[src/rtl/port_ctrl_map.vh]
// register map, field layout and reset constants of the port controller
`ifndef PORT_CTRL_MAP_VH
`define PORT_CTRL_MAP_VH

// register indexes; byte address on the bus is four times the index
`define P0_DATA_IDX   14'h0018
`define P1_DATA_IDX   14'h0019
`define P2_DATA_IDX   14'h001a
`define P3_DATA_IDX   14'h001b
`define P4_DATA_IDX   14'h001c
`define P6_DATA_IDX   14'h001e
`define P7_DATA_IDX   14'h001f
`define P0_DIR_IDX    14'h0020
`define P1_DIR_IDX    14'h0021
`define P2_DIR_IDX    14'h0022
`define P3_DIR_IDX    14'h0023
`define P4_DIR_IDX    14'h0024
`define P6_DIR_IDX    14'h0026
`define P7_DIR_IDX    14'h0027
`define P0_ALT_IDX    14'h0028
`define P1_ALT_IDX    14'h0029
`define P2_ALT_IDX    14'h002a
`define P3_ALT_IDX    14'h002b
`define P4_ALT_IDX    14'h002c
`define P6_ALT_IDX    14'h002e
`define P7_ALT_IDX    14'h002f
`define P8_DATA_IDX   14'h00b8
`define P9_DATA_IDX   14'h00b9
`define P10_DATA_IDX  14'h00ba
`define P12_PIN_IDX   14'h00bc
`define P13_PIN_IDX   14'h00bd
`define P15_DATA_IDX  14'h00bf
`define P8_DIR_IDX    14'h00c0
`define P9_DIR_IDX    14'h00c1
`define P10_DIR_IDX   14'h00c2
`define P15_DIR_IDX   14'h00c5
`define P15_ALT_IDX   14'h00c7
`define P8_ALT_IDX    14'h00c8
`define P9_ALT_IDX    14'h00c9
`define P10_ALT_IDX   14'h00ca
`define P20_DATA_IDX  14'h1b80
`define P21_DATA_IDX  14'h1b81
`define P20_DIR_IDX   14'h1b82
`define P21_DIR_IDX   14'h1b83
`define P20_ALT_IDX   14'h1b84
`define P21_ALT_IDX   14'h1b85

// register kinds returned by the address decoder
`define KIND_DATA     2'h0
`define KIND_DIR      2'h1
`define KIND_ALT      2'h2
`define KIND_PIN      2'h3

// reset values
`define RST_BYTE      8'h00
`define EXT_RST_P014  8'hff
`define EXT_RST_P2    8'h0f
`define EXT_RST_P3    8'h02

// cycles from reset release until the strap is sampled through its synchroniser
`define STRAP_WAIT    2'h2

`endif

[src/rtl/port_ctrl.v]
// general-purpose port controller with apb register access
//
// Chosen here: the APB slave port.
`timescale 1ns/100ps
`default_nettype none
`include "port_ctrl_map.vh"

module port_ctrl #(
  parameter [103:0] ALT_PRESENT = {104{1'b1}}
) (
  input  wire         pclk,
  input  wire         presetn,
  input  wire         psel,
  input  wire         penable,
  input  wire         pwrite,
  input  wire [15:0]  paddr,
  input  wire [31:0]  pwdata,
  input  wire [3:0]   pstrb,
  output wire [31:0]  prdata,
  output wire         pready,
  output wire         pslverr,
  input  wire         ext_memory_strap_n,
  input  wire [103:0] pin_in,
  output wire [103:0] pin_out,
  output wire [103:0] pin_oe,
  output wire [103:0] pin_pullup_en,
  output wire [103:0] alt_in,
  input  wire [103:0] alt_out,
  input  wire [7:0]   analog_shared_input_port,
  input  wire [7:0]   interrupt_input_port,
  output wire [7:0]   analog_shared_in_sync,
  output wire [7:0]   interrupt_input_sync
);

  // slots 0-12 hold ports 0,1,2,3,4,6,7,8,9,10,15,20,21
  localparam NSLOT = 13;

  // ==========================================================
  // address decode
  // ==========================================================
  // returns {hit, kind[1:0], slot[3:0]}
  function [6:0] decode;
    input [13:0] idx;
    begin
      // data registers of all thirteen slots
      if (idx == `P0_DATA_IDX)
        decode = {1'b1, `KIND_DATA, 4'h0};
      else if (idx == `P1_DATA_IDX)
        decode = {1'b1, `KIND_DATA, 4'h1};
      else if (idx == `P2_DATA_IDX)
        decode = {1'b1, `KIND_DATA, 4'h2};
      else if (idx == `P3_DATA_IDX)
        decode = {1'b1, `KIND_DATA, 4'h3};
      else if (idx == `P4_DATA_IDX)
        decode = {1'b1, `KIND_DATA, 4'h4};
      else if (idx == `P6_DATA_IDX)
        decode = {1'b1, `KIND_DATA, 4'h5};
      else if (idx == `P7_DATA_IDX)
        decode = {1'b1, `KIND_DATA, 4'h6};
      else if (idx == `P8_DATA_IDX)
        decode = {1'b1, `KIND_DATA, 4'h7};
      else if (idx == `P9_DATA_IDX)
        decode = {1'b1, `KIND_DATA, 4'h8};
      else if (idx == `P10_DATA_IDX)
        decode = {1'b1, `KIND_DATA, 4'h9};
      else if (idx == `P15_DATA_IDX)
        decode = {1'b1, `KIND_DATA, 4'ha};
      else if (idx == `P20_DATA_IDX)
        decode = {1'b1, `KIND_DATA, 4'hb};
      else if (idx == `P21_DATA_IDX)
        decode = {1'b1, `KIND_DATA, 4'hc};
      // direction registers
      else if (idx == `P0_DIR_IDX)
        decode = {1'b1, `KIND_DIR, 4'h0};
      else if (idx == `P1_DIR_IDX)
        decode = {1'b1, `KIND_DIR, 4'h1};
      else if (idx == `P2_DIR_IDX)
        decode = {1'b1, `KIND_DIR, 4'h2};
      else if (idx == `P3_DIR_IDX)
        decode = {1'b1, `KIND_DIR, 4'h3};
      else if (idx == `P4_DIR_IDX)
        decode = {1'b1, `KIND_DIR, 4'h4};
      else if (idx == `P6_DIR_IDX)
        decode = {1'b1, `KIND_DIR, 4'h5};
      else if (idx == `P7_DIR_IDX)
        decode = {1'b1, `KIND_DIR, 4'h6};
      else if (idx == `P8_DIR_IDX)
        decode = {1'b1, `KIND_DIR, 4'h7};
      else if (idx == `P9_DIR_IDX)
        decode = {1'b1, `KIND_DIR, 4'h8};
      else if (idx == `P10_DIR_IDX)
        decode = {1'b1, `KIND_DIR, 4'h9};
      else if (idx == `P15_DIR_IDX)
        decode = {1'b1, `KIND_DIR, 4'ha};
      else if (idx == `P20_DIR_IDX)
        decode = {1'b1, `KIND_DIR, 4'hb};
      else if (idx == `P21_DIR_IDX)
        decode = {1'b1, `KIND_DIR, 4'hc};
      // alt-select registers; ports 12 and 13 have none, as they hold no slot
      else if (idx == `P0_ALT_IDX)
        decode = {1'b1, `KIND_ALT, 4'h0};
      else if (idx == `P1_ALT_IDX)
        decode = {1'b1, `KIND_ALT, 4'h1};
      else if (idx == `P2_ALT_IDX)
        decode = {1'b1, `KIND_ALT, 4'h2};
      else if (idx == `P3_ALT_IDX)
        decode = {1'b1, `KIND_ALT, 4'h3};
      else if (idx == `P4_ALT_IDX)
        decode = {1'b1, `KIND_ALT, 4'h4};
      else if (idx == `P6_ALT_IDX)
        decode = {1'b1, `KIND_ALT, 4'h5};
      else if (idx == `P7_ALT_IDX)
        decode = {1'b1, `KIND_ALT, 4'h6};
      else if (idx == `P8_ALT_IDX)
        decode = {1'b1, `KIND_ALT, 4'h7};
      else if (idx == `P9_ALT_IDX)
        decode = {1'b1, `KIND_ALT, 4'h8};
      else if (idx == `P10_ALT_IDX)
        decode = {1'b1, `KIND_ALT, 4'h9};
      else if (idx == `P15_ALT_IDX)
        decode = {1'b1, `KIND_ALT, 4'ha};
      else if (idx == `P20_ALT_IDX)
        decode = {1'b1, `KIND_ALT, 4'hb};
      else if (idx == `P21_ALT_IDX)
        decode = {1'b1, `KIND_ALT, 4'hc};
      // read-only pin views of the input-only ports
      else if (idx == `P12_PIN_IDX)
        decode = {1'b1, `KIND_PIN, 4'h0};
      else if (idx == `P13_PIN_IDX)
        decode = {1'b1, `KIND_PIN, 4'h1};
      // anything else answers with an error
      else
        decode = 7'h00;
    end
  endfunction

  // strap-dependent reset value of slots 0-4 when the strap is low
  function [7:0] ext_reset;
    input [3:0] slot;
    begin
      if (slot == 4'h2)
        ext_reset = `EXT_RST_P2;
      else if (slot == 4'h3)
        ext_reset = `EXT_RST_P3;
      else
        ext_reset = `EXT_RST_P014;
    end
  endfunction

  // ==========================================================
  // state
  // ==========================================================
  reg  [7:0]   data_q [0:NSLOT-1];
  reg  [7:0]   dir_q  [0:NSLOT-1];
  reg  [7:0]   alt_q  [0:NSLOT-1];
  reg  [119:0] in_meta_q;
  reg  [119:0] in_sync_q;
  reg          strap_meta_q;
  reg          strap_sync_q;
  reg  [1:0]   init_cnt_q;
  reg          init_done_q;
  reg          ack_q;
  reg          err_q;
  reg  [7:0]   rdata_q;
  reg  [7:0]   rdata_d;
  wire [6:0]   dec;
  wire [3:0]   slot;
  wire [1:0]   kind;
  wire         access;
  wire         wr_fire;
  wire [103:0] dir_flat;
  wire [103:0] alt_flat;
  wire [103:0] data_flat;
  wire [103:0] sec_out;
  wire [103:0] read_view;
  integer      i;

  assign dec    = decode(paddr[15:2]);
  assign slot   = dec[3:0];
  assign kind   = dec[5:4];
  assign access = psel & penable & init_done_q;
  assign wr_fire = access & ack_q & pwrite & pstrb[0];

  // ==========================================================
  // pin synchronisers and strap capture
  // ==========================================================
  // every pin passes two flops before any logic reads it
  always @(posedge pclk or negedge presetn) begin
    if (!presetn) begin
      in_meta_q    <= 120'h0;
      in_sync_q    <= 120'h0;
      strap_meta_q <= 1'b1;
      strap_sync_q <= 1'b1;
    end else begin
      in_meta_q    <= {interrupt_input_port, analog_shared_input_port, pin_in};
      in_sync_q    <= in_meta_q;
      strap_meta_q <= ext_memory_strap_n;
      strap_sync_q <= strap_meta_q;
    end
  end

  // waits for the strap to settle through its synchroniser, then releases the bus
  always @(posedge pclk or negedge presetn) begin
    if (!presetn) begin
      init_cnt_q  <= 2'h0;
      init_done_q <= 1'b0;
    end else if (!init_done_q) begin
      init_cnt_q <= init_cnt_q + 2'h1;
      if (init_cnt_q == `STRAP_WAIT)
        init_done_q <= 1'b1;
    end
  end

  // ==========================================================
  // port registers
  // ==========================================================
  // reset to zero, strap load after release, then byte writes from the bus
  always @(posedge pclk or negedge presetn) begin
    if (!presetn) begin
      for (i = 0; i < NSLOT; i = i + 1) begin
        data_q[i] <= `RST_BYTE;
        dir_q[i]  <= `RST_BYTE;
        alt_q[i]  <= `RST_BYTE;
      end
    end else if (!init_done_q) begin
      if (init_cnt_q == `STRAP_WAIT) begin
        for (i = 0; i < 5; i = i + 1) begin
          // strap high keeps zero, strap low loads the external-memory value
          dir_q[i] <= strap_sync_q ? `RST_BYTE : ext_reset(i[3:0]);
          alt_q[i] <= strap_sync_q ? `RST_BYTE : ext_reset(i[3:0]);
        end
      end
    end else if (wr_fire && dec[6]) begin
      // pin-state kind holds no storage, so those writes fall through
      if (kind == `KIND_DATA)
        data_q[slot] <= pwdata[7:0];
      else if (kind == `KIND_DIR)
        dir_q[slot] <= pwdata[7:0];
      else if (kind == `KIND_ALT)
        alt_q[slot] <= pwdata[7:0];
    end
  end

  // ==========================================================
  // pin drive
  // ==========================================================
  genvar g;
  generate
    for (g = 0; g < NSLOT; g = g + 1) begin : slot_gen
      assign dir_flat[8*g +: 8]  = dir_q[g];
      assign alt_flat[8*g +: 8]  = alt_q[g];
      assign data_flat[8*g +: 8] = data_q[g];
    end
  endgenerate

  // unassigned secondary functions read and drive zero
  assign sec_out       = alt_out & ALT_PRESENT;
  // output enable on dir; alt picks secondary over stored data
  assign pin_oe        = dir_flat;
  assign pin_out       = (alt_flat & sec_out) | (~alt_flat & data_flat);
  assign pin_pullup_en = ~dir_flat & alt_flat;
  // secondary inputs see the pin regardless of alt-select
  assign alt_in        = in_sync_q[103:0];
  assign analog_shared_in_sync = in_sync_q[111:104];
  assign interrupt_input_sync  = in_sync_q[119:112];

  // per-bit read view: pin when input, else stored or secondary output
  assign read_view = (~dir_flat & in_sync_q[103:0]) | (dir_flat & pin_out);

  // ==========================================================
  // apb slave
  // ==========================================================
  // read mux
  always @* begin
    rdata_d = 8'h00;
    if (dec[6]) begin
      if (kind == `KIND_DATA)
        rdata_d = read_view[8*slot +: 8];
      else if (kind == `KIND_DIR)
        rdata_d = dir_q[slot];
      else if (kind == `KIND_ALT)
        rdata_d = alt_q[slot];
      else if (slot == 4'h0)
        rdata_d = in_sync_q[111:104];
      else
        rdata_d = in_sync_q[119:112];
    end
  end

  // one wait state: the first access cycle registers the answer
  always @(posedge pclk or negedge presetn) begin
    if (!presetn) begin
      ack_q   <= 1'b0;
      err_q   <= 1'b0;
      rdata_q <= 8'h00;
    end else if (access && !ack_q) begin
      ack_q   <= 1'b1;
      err_q   <= ~dec[6];
      rdata_q <= pwrite ? 8'h00 : rdata_d;
    end else begin
      ack_q <= 1'b0;
      err_q <= 1'b0;
    end
  end

  assign pready  = ack_q;
  assign pslverr = ack_q & err_q;
  assign prdata  = {24'h000000, rdata_q};

endmodule
`default_nettype wire

[config.mk]
export PLATFORM = sky130hd
export DESIGN_NAME = port_ctrl
export DESIGN_NICKNAME = d
export VERILOG_FILES = /design/src/rtl/port_ctrl.v
export VERILOG_INCLUDE_DIRS = /design/src /design/src/rtl
export SDC_FILE = /design/constraint.sdc
export NUM_CORES = 1
export LEC_CHECK = 0
export ABC_CLOCK_PERIOD_IN_PS = 3550
export BUFFER_PORTS_ARGS = -buffer_cell sky130_fd_sc_hd__buf_4
export CAP_MARGIN = 20
export CORE_AREA = 2 2 291 293
export CTS_BUF_LIST = sky130_fd_sc_hd__clkbuf_16
export DETAILED_ROUTE_END_ITERATION = 8
export DIE_AREA = 0 0 293 295
export GPL_ROUTABILITY_DRIVEN = 0
export PLACE_DENSITY = 0.61
export SETUP_SLACK_MARGIN = 0.15
export SYNTH_ARGS = -nofsm -noshare
export SYNTH_HDL_FRONTEND = slang
export SYNTH_SLANG_ARGS = --single-unit
[constraint.sdc]
create_clock -name pclk -period 3.55 [get_ports pclk]
set_input_delay 0.71 -clock pclk [delete_from_list [all_inputs] [get_ports pclk]]
set_output_delay 0.71 -clock pclk [all_outputs]
set_load 0.01 [all_outputs]
Word level (Yosys, flattened, before mapping)
Index checks and enable logic that the tools add are counted.
Storage, ports and cells
  output and inout port bits: 466
  bits in registers: 567
  word-level logic and storage cells: 207
Cells by class
  add/subtract/negate cells: 1
  magnitude comparators: 2
  shifts and indexed selects: 1
  equal/unequal tests: 49
  bitwise logic cells: 19
  reduce and logical (&&, ||, !) cells: 12
  muxes and demuxes: 75
Operators with widths (number)
  two-way mux 104 bit: 7
  AND 104 bit: 5
  bitwise mux 104 bit: 3
  two-way mux 7 bit: 41
  inverter 104 bit: 2
  bitwise OR 104 bit: 2
  == test 14 x 6 -> 1 bit, second input constant: 14
  == test 14 x 8 -> 1 bit, second input constant: 14
  two-way mux 40 bit: 3
  indexed part select 104 x 8 -> 8 bit: 1
  == test 14 x 5 -> 1 bit, second input constant: 7
  two-way mux 8 bit: 12
  == test 14 x 13 -> 1 bit, second input constant: 6
  binary-select mux 8 bit (select 4 bit): 2
  demux 8 bit (select 4 bit): 1
  AND reduction 5 bit: 2
  AND reduction 4 bit: 2
  AND 1 bit: 6
  != test 2 x 1 -> 1 bit, second input constant: 3
  greater-or-equal comparator 5 bit, second input constant: 1
  < comparator 5 x 1 -> 1 bit, second input constant: 1
  inverter 4 -> 5 bit: 1
  == test 2 bit, second input constant: 2
  logical NOT 4 bit: 1
  other kinds (12): 20

Longest topological paths before layout
  depth in word-level cells: 53
  gate-level depth with buffers: 16

Worst setup path after synthesis
Ideal clock, no wire load.
  kind: in2reg
  from: input paddr[7]
  to: register alt_q (netlist bit alt_flat[40])
  data required time: 3.425 ns
  arrival time: 3.315 ns
  path slack: 0.110 ns
  library setup time: 0.125 ns
  stages: 10
  path through: clkbuf_2 -> or4b_1 -> buf_2 -> o211ai_1 -> o31ai_4 -> nand3_2 -> buf_1 -> nand2_1 -> nor2_2 -> mux2_2
Between the ends
  cells in the longest elaborated chain, start to end: 48
RTL lines
  from (decl): line port_ctrl.v:16  | input wire [15:0] paddr,
  == test 14 x 8 -> 1 bit (no line)
  two-way mux 7 bit: line port_ctrl.v:129  | else if (idx == `P13_PIN_IDX)
  two-way mux 7 bit: line port_ctrl.v:127  | else if (idx == `P12_PIN_IDX)
  two-way mux 7 bit: line port_ctrl.v:124  | else if (idx == `P21_ALT_IDX)
  two-way mux 7 bit: line port_ctrl.v:122  | else if (idx == `P20_ALT_IDX)
  two-way mux 7 bit: line port_ctrl.v:120  | else if (idx == `P15_ALT_IDX)
  two-way mux 7 bit: line port_ctrl.v:118  | else if (idx == `P10_ALT_IDX)
  two-way mux 7 bit: line port_ctrl.v:116  | else if (idx == `P9_ALT_IDX)
  [32 not listed]
  two-way mux 7 bit: line port_ctrl.v:48  | else if (idx == `P1_DATA_IDX)
  two-way mux 7 bit *: line port_ctrl.v:46  | if (idx == `P0_DATA_IDX)
  inverter 4 -> 5 bit (not written as such): line port_ctrl.v:240  | alt_q[slot] <= pwdata[7:0];
  greater-or-equal comparator 5 bit (not written as such) / < comparator 5 x 1 -> 1 bit (equally long branches): line port_ctrl.v:240
  logical AND 1 bit (not written as such): line port_ctrl.v:240
  two-way mux 8 bit (not written as such): line port_ctrl.v:240
  demux 8 bit (select 4 bit): line port_ctrl.v:240
  bitwise mux 104 bit: line port_ctrl.v:240
  to (signal, indexed assignment): line port_ctrl.v:223  | alt_q[i] <= `RST_BYTE;
  to (signal, indexed assignment): line port_ctrl.v:230  | alt_q[i] <= strap_sync_q ? `RST_BYTE : ext_reset(i[3:0]);
  to (signal, indexed assignment): line port_ctrl.v:240
  to (decl): line port_ctrl.v:155  | reg [7:0] alt_q [0:NSLOT-1];
Mark *: on every way between the ends. The rest lies on a longest branch, timed or not.
A chain may end at the register's enable or synchronous reset.

Worst setup path after layout
  from: input paddr[8]
  to: register rdata_q[6]
Between the ends
  cells in the longest elaborated chain, start to end: 51
RTL lines
  == test 14 x 8 -> 1 bit (no line)
  two-way mux 7 bit: line port_ctrl.v:129
  two-way mux 7 bit: line port_ctrl.v:127
  two-way mux 7 bit: line port_ctrl.v:124
  two-way mux 7 bit: line port_ctrl.v:122
  two-way mux 7 bit: line port_ctrl.v:120
  two-way mux 7 bit: line port_ctrl.v:118
  two-way mux 7 bit: line port_ctrl.v:116
  [34 not listed]
  inverter 4 -> 5 bit (not written as such): line port_ctrl.v:280, port_ctrl.v:282
  binary-select mux 8 bit (select 4 bit): line port_ctrl.v:282  | rdata_d = alt_q[slot];
  two-way mux 8 bit (not written as such) (2 in series): line port_ctrl.v:282
  two-way mux 8 bit: line port_ctrl.v:281  | else if (kind == `KIND_ALT)
  two-way mux 8 bit: line port_ctrl.v:279  | else if (kind == `KIND_DIR)
  two-way mux 8 bit: line port_ctrl.v:277  | if (kind == `KIND_DATA)
  two-way mux 8 bit *: line port_ctrl.v:276  | if (dec[6]) begin
  two-way mux 8 bit *: line port_ctrl.v:299  | rdata_q <= pwrite ? 8'h00 : rdata_d;
  to (signal assigned): line port_ctrl.v:299
  to (decl): line port_ctrl.v:164  | reg [7:0] rdata_q;
Mark *: on every way between the ends. The rest lies on a longest branch, timed or not. The select of a mux whose other input is x is not followed.

==> run_results.csv <==
group,metric,value,unit
grt,grt_max_degree,76,
yosys,synth_area,0.0260,sq mm
power,power_density,400,mW/mm^2
floorplanning,io_pins,748,
placed_design,dp_slack,-697,ps
grt,grt-ovfl-total,0,
worst_setup_path,slowest_stage,"or4bb_1",
power,switching_share,0.252,
power,p_leak,18.4,nW
layout,stdcell_area,0.0380,sq mm
route,routed_wirelength,128000,microns
timing,fin_setup_tns,0,ps
clock_network,clkSinkCount,567,
flow_run,maxCapViolCount,0,
layout,final_nets,3560,
layout,multiInputGateArea,0.0114,sq mm
floorplanning,core-area,0.0832,sq mm
clock_network,cts_tree,"done",
timing,hold_ws,80.7,ps
grt,antenna_found_initial,6,
layout,layout_commonest_cell,"buf_4",
layout,ff_latch_area,0.0142,sq mm
worst_setup_path,reg2reg_slack,880,ps
route,wl_met3,10100,microns
worst_setup_path,worstPathCellList,"buf_4 > buf_6 > or4bb_1 > a2111oi_2 > buf_4 > buf_4 > nand2_1 > nand2_1 > nor2_4 > buf_12 > buf_4 > or2_2 > o211ai_1 > nor4bb_2 > o22ai_1 > a21oi_1",
route,drcViolationCount,0,
worst_setup_path,r2r_end,"rdata_q[7]",
clock_network,root_buffer,"clkbuf_16",
grt,grtUsageTotal,0.288,
yosys,synth_edf_count,0,
yosys,yosys_most_used_dff,"dfrtp_1",
yosys,yosysTopAreaCell,"dfrtp_1",
clock_network,clockBufferDepth,3,
timing,worst_pin_slew,1100,ps
worst_setup_path,cp-start-kind,"input pin",
worst_setup_path,crit_buf_inv,6,
placed_design,portBuffers,694,
layout,fillCellCount,7758,
worst_setup_path,cp_data_required_time,4100,ps
worst_setup_path,worstSetupPathType,"input pin to register",
layout,final_cell_mix,"buf_4, dfrtp_1, mux2_2",
timing,setup_ws,95.7,ps
power,combPwrFrac,0.079,
yosys,syn_avg_cell_area,11.5,sq um
route,num_vias,23464,
yosys,synthAdderAreaFrac,0.000481,
clock_network,cts_buffers,69,
timing,rsz0062_at_grt,"yes",
worst_setup_path,path_delay_family,"simple AND/OR/NAND/NOR gates",
yosys,yosys_warnings,0,
layout,layout-drive-gt1-share,0.463,
worst_setup_path,end_kind,"register",
placed_design,dpl-instance-area,0.0353,sq mm
yosys,synth_seq_cells,567,
clock_network,cts_max_level,3,
floorplanning,die_w,293,microns
route,avgRoutedWirePerCell,29.1,microns
worst_setup_path,worstPathArrival,4000,ps
power,clkPwrFrac,0.472,
yosys,synth_mux_area_frac,0.190,
floorplanning,dieArea,0.0864,sq mm
route,drt-met1-wl,51800,microns
clock_network,path_clk_slew,60,ps
power,p_seq_frac,0.449,
timing,hold_viol_final,0,
worst_setup_path,r2r-start,"init_done_q",
route,first_pass_iters,8,
yosys,synth_cell_types,96,
worst_hold_path,worstHoldPathType,"input pin to asynchronous set/reset pin",
timing,fin_skew,34.4,ps
grt,grt_pass1_wl,176000,microns
route,highest_layer,"met5",
worst_setup_path,critPathMaxFanout,9,
worst_setup_path,critPathMostFrequentCell,"buf_4",
yosys,synthSimpleGateAreaFrac,0.130,
placed_design,dp_cells,4262,
timing,min_period,3450,ps
route,viasPerCell,5.32,
floorplanning,initial_utilization,0.313,
timing,fmaxAchievable,0.289,GHz
floorplanning,die_h,295,microns
worst_setup_path,critPathMaxStageDelay,510,ps
power,ir_drop,322,uV
yosys,synth_top_area_share,0.543,
power,p_sw,3.83,mW
yosys,ys_seq_area_frac,0.545,
route,drtIter0Drc,2087,
timing,drv_slew,0,
yosys,ys_async_sr_fraction,1.00,
route,met2WireLength,61200,microns
power,intPower,11.3,mW
timing,relSlewSlack,0.267,
layout,syn_to_final_growth,45.8,%
timing,setup_viol,0,
worst_setup_path,reg2reg_depth,8,
grt,grt_pass1_vias,23220,
floorplanning,core.rowCount,106,
layout,fin_util,0.456,
yosys,syn_inst,2255,
yosys,synth_area_leaders,"dfrtp_1, mux2_2, mux2i_1",
timing,fin_crit_sh,0.973,
power,total_power,15.2,mW
yosys,synth-compound-area-share,0.104,
layout,stdcell_count,4410,
yosys,synth_top_family_by_area,"multiplexers",
clock_network,clk_latency,630,ps
placed_design,hpwlAfterDp,101000,microns
yosys,synth-xor-area-share,0.000336,
outcome,status,"completed",
route,ant_nets,0,
## synthesized netlist by cell type (all sizes together), types with 9 or more instances
cell type  number
nand2b         11
nor2b         113
or2            11
or3             9
mux2          284
nand3          49
o22ai          13
a31oi          13
a221oi         16
o211ai         12
buf            84
nor2           94
a21oi          54
a211oi         17
a2bb2oi        26
nand4           9
inv            12
dfrtp         565
nand2         254
and3           15
mux2i         174
nor3           38
and2            9
a32oi          14
o21ai         163
clkbuf         67
## sequential cells by signal (all words and copies together) (netlist names), 2 cells and up
signal	flops
in_sync_q	120
in_meta_q	120
alt_flat	104
rdata_q	8
init_cnt_q	2
pin_oe	104
data_flat	104
## metal layers
layer / global-route usage / vias up
met1: 0.372 / 11891
met5: 0 / -
met4: 0.102 / 10
li1: - / 10154
met2: 0.475 / 1171
met3: 0.0647 / 238
## logic make-up after synthesis
logic type / count (synthesis)
compound gates: 405
xor+xnor: 1
fa+ha+maj: 1
buf+inv: 163
flops: 567
mux: 458
other cells: 1
simple gates: 659
## power by group through the flow
| stage | sequential (mW) | clock, mW | combinational [mW] |
|---|---|---|---|
| global placement | 6.91 | 0 | 1.19 |
| finish | 6.80 | 7.16 | 1.20 |
| floorplan | 6.88 | 0 | 0.323 |
| CTS | 6.80 | 7.28 | 1.20 |
| global route | 6.81 | 7.56 | 1.28 |
| detailed placement | 6.92 | 0 | 1.19 |
## area by class of cell
type | instances | share of cell area
diodes | 1 | 0.0000659
well taps | 1080 | 0.0356
multi-input cells | 1548 | 0.299
inverters | 12 | 0.00119
repair buffers | 1079 | 0.231
clock buffers | 69 | 0.0455
flip-flops and latches | 567 | 0.374
clock inverters | 54 | 0.0137
## worst max path at each step
stage | from | endpoint | slack (ps) | cells after the start
6_report | paddr[8] | rdata_q[6] | 100 | 16
5_1_grt | paddr[8] | rdata_q[7] | 70 | 15
4_1_cts | paddr[7] | rdata_q[4] | 150 | 15
3_5_place_dp | paddr[7] | rdata_q[0] | -700 | 14
3_3_place_gp | paddr[6] | rdata_q[5] | -720 | 12
2_1_floorplan | paddr[7] | rdata_q[4] | 150 | 12
## timing repair
| item | 4_1_cts | 5_1_grt |
|---|---|---|
| pin swaps | 1 | 18 |
| resized for setup | 11 | 32 |
| hold buffers | 0 | 0 |
| endpoints found under the setup margin | 14 | 73 |
| setup buffers | 0 | 22 |
| gates cloned | 0 | 2 |
No activity file was read; power rests on OpenSTA's default activity.
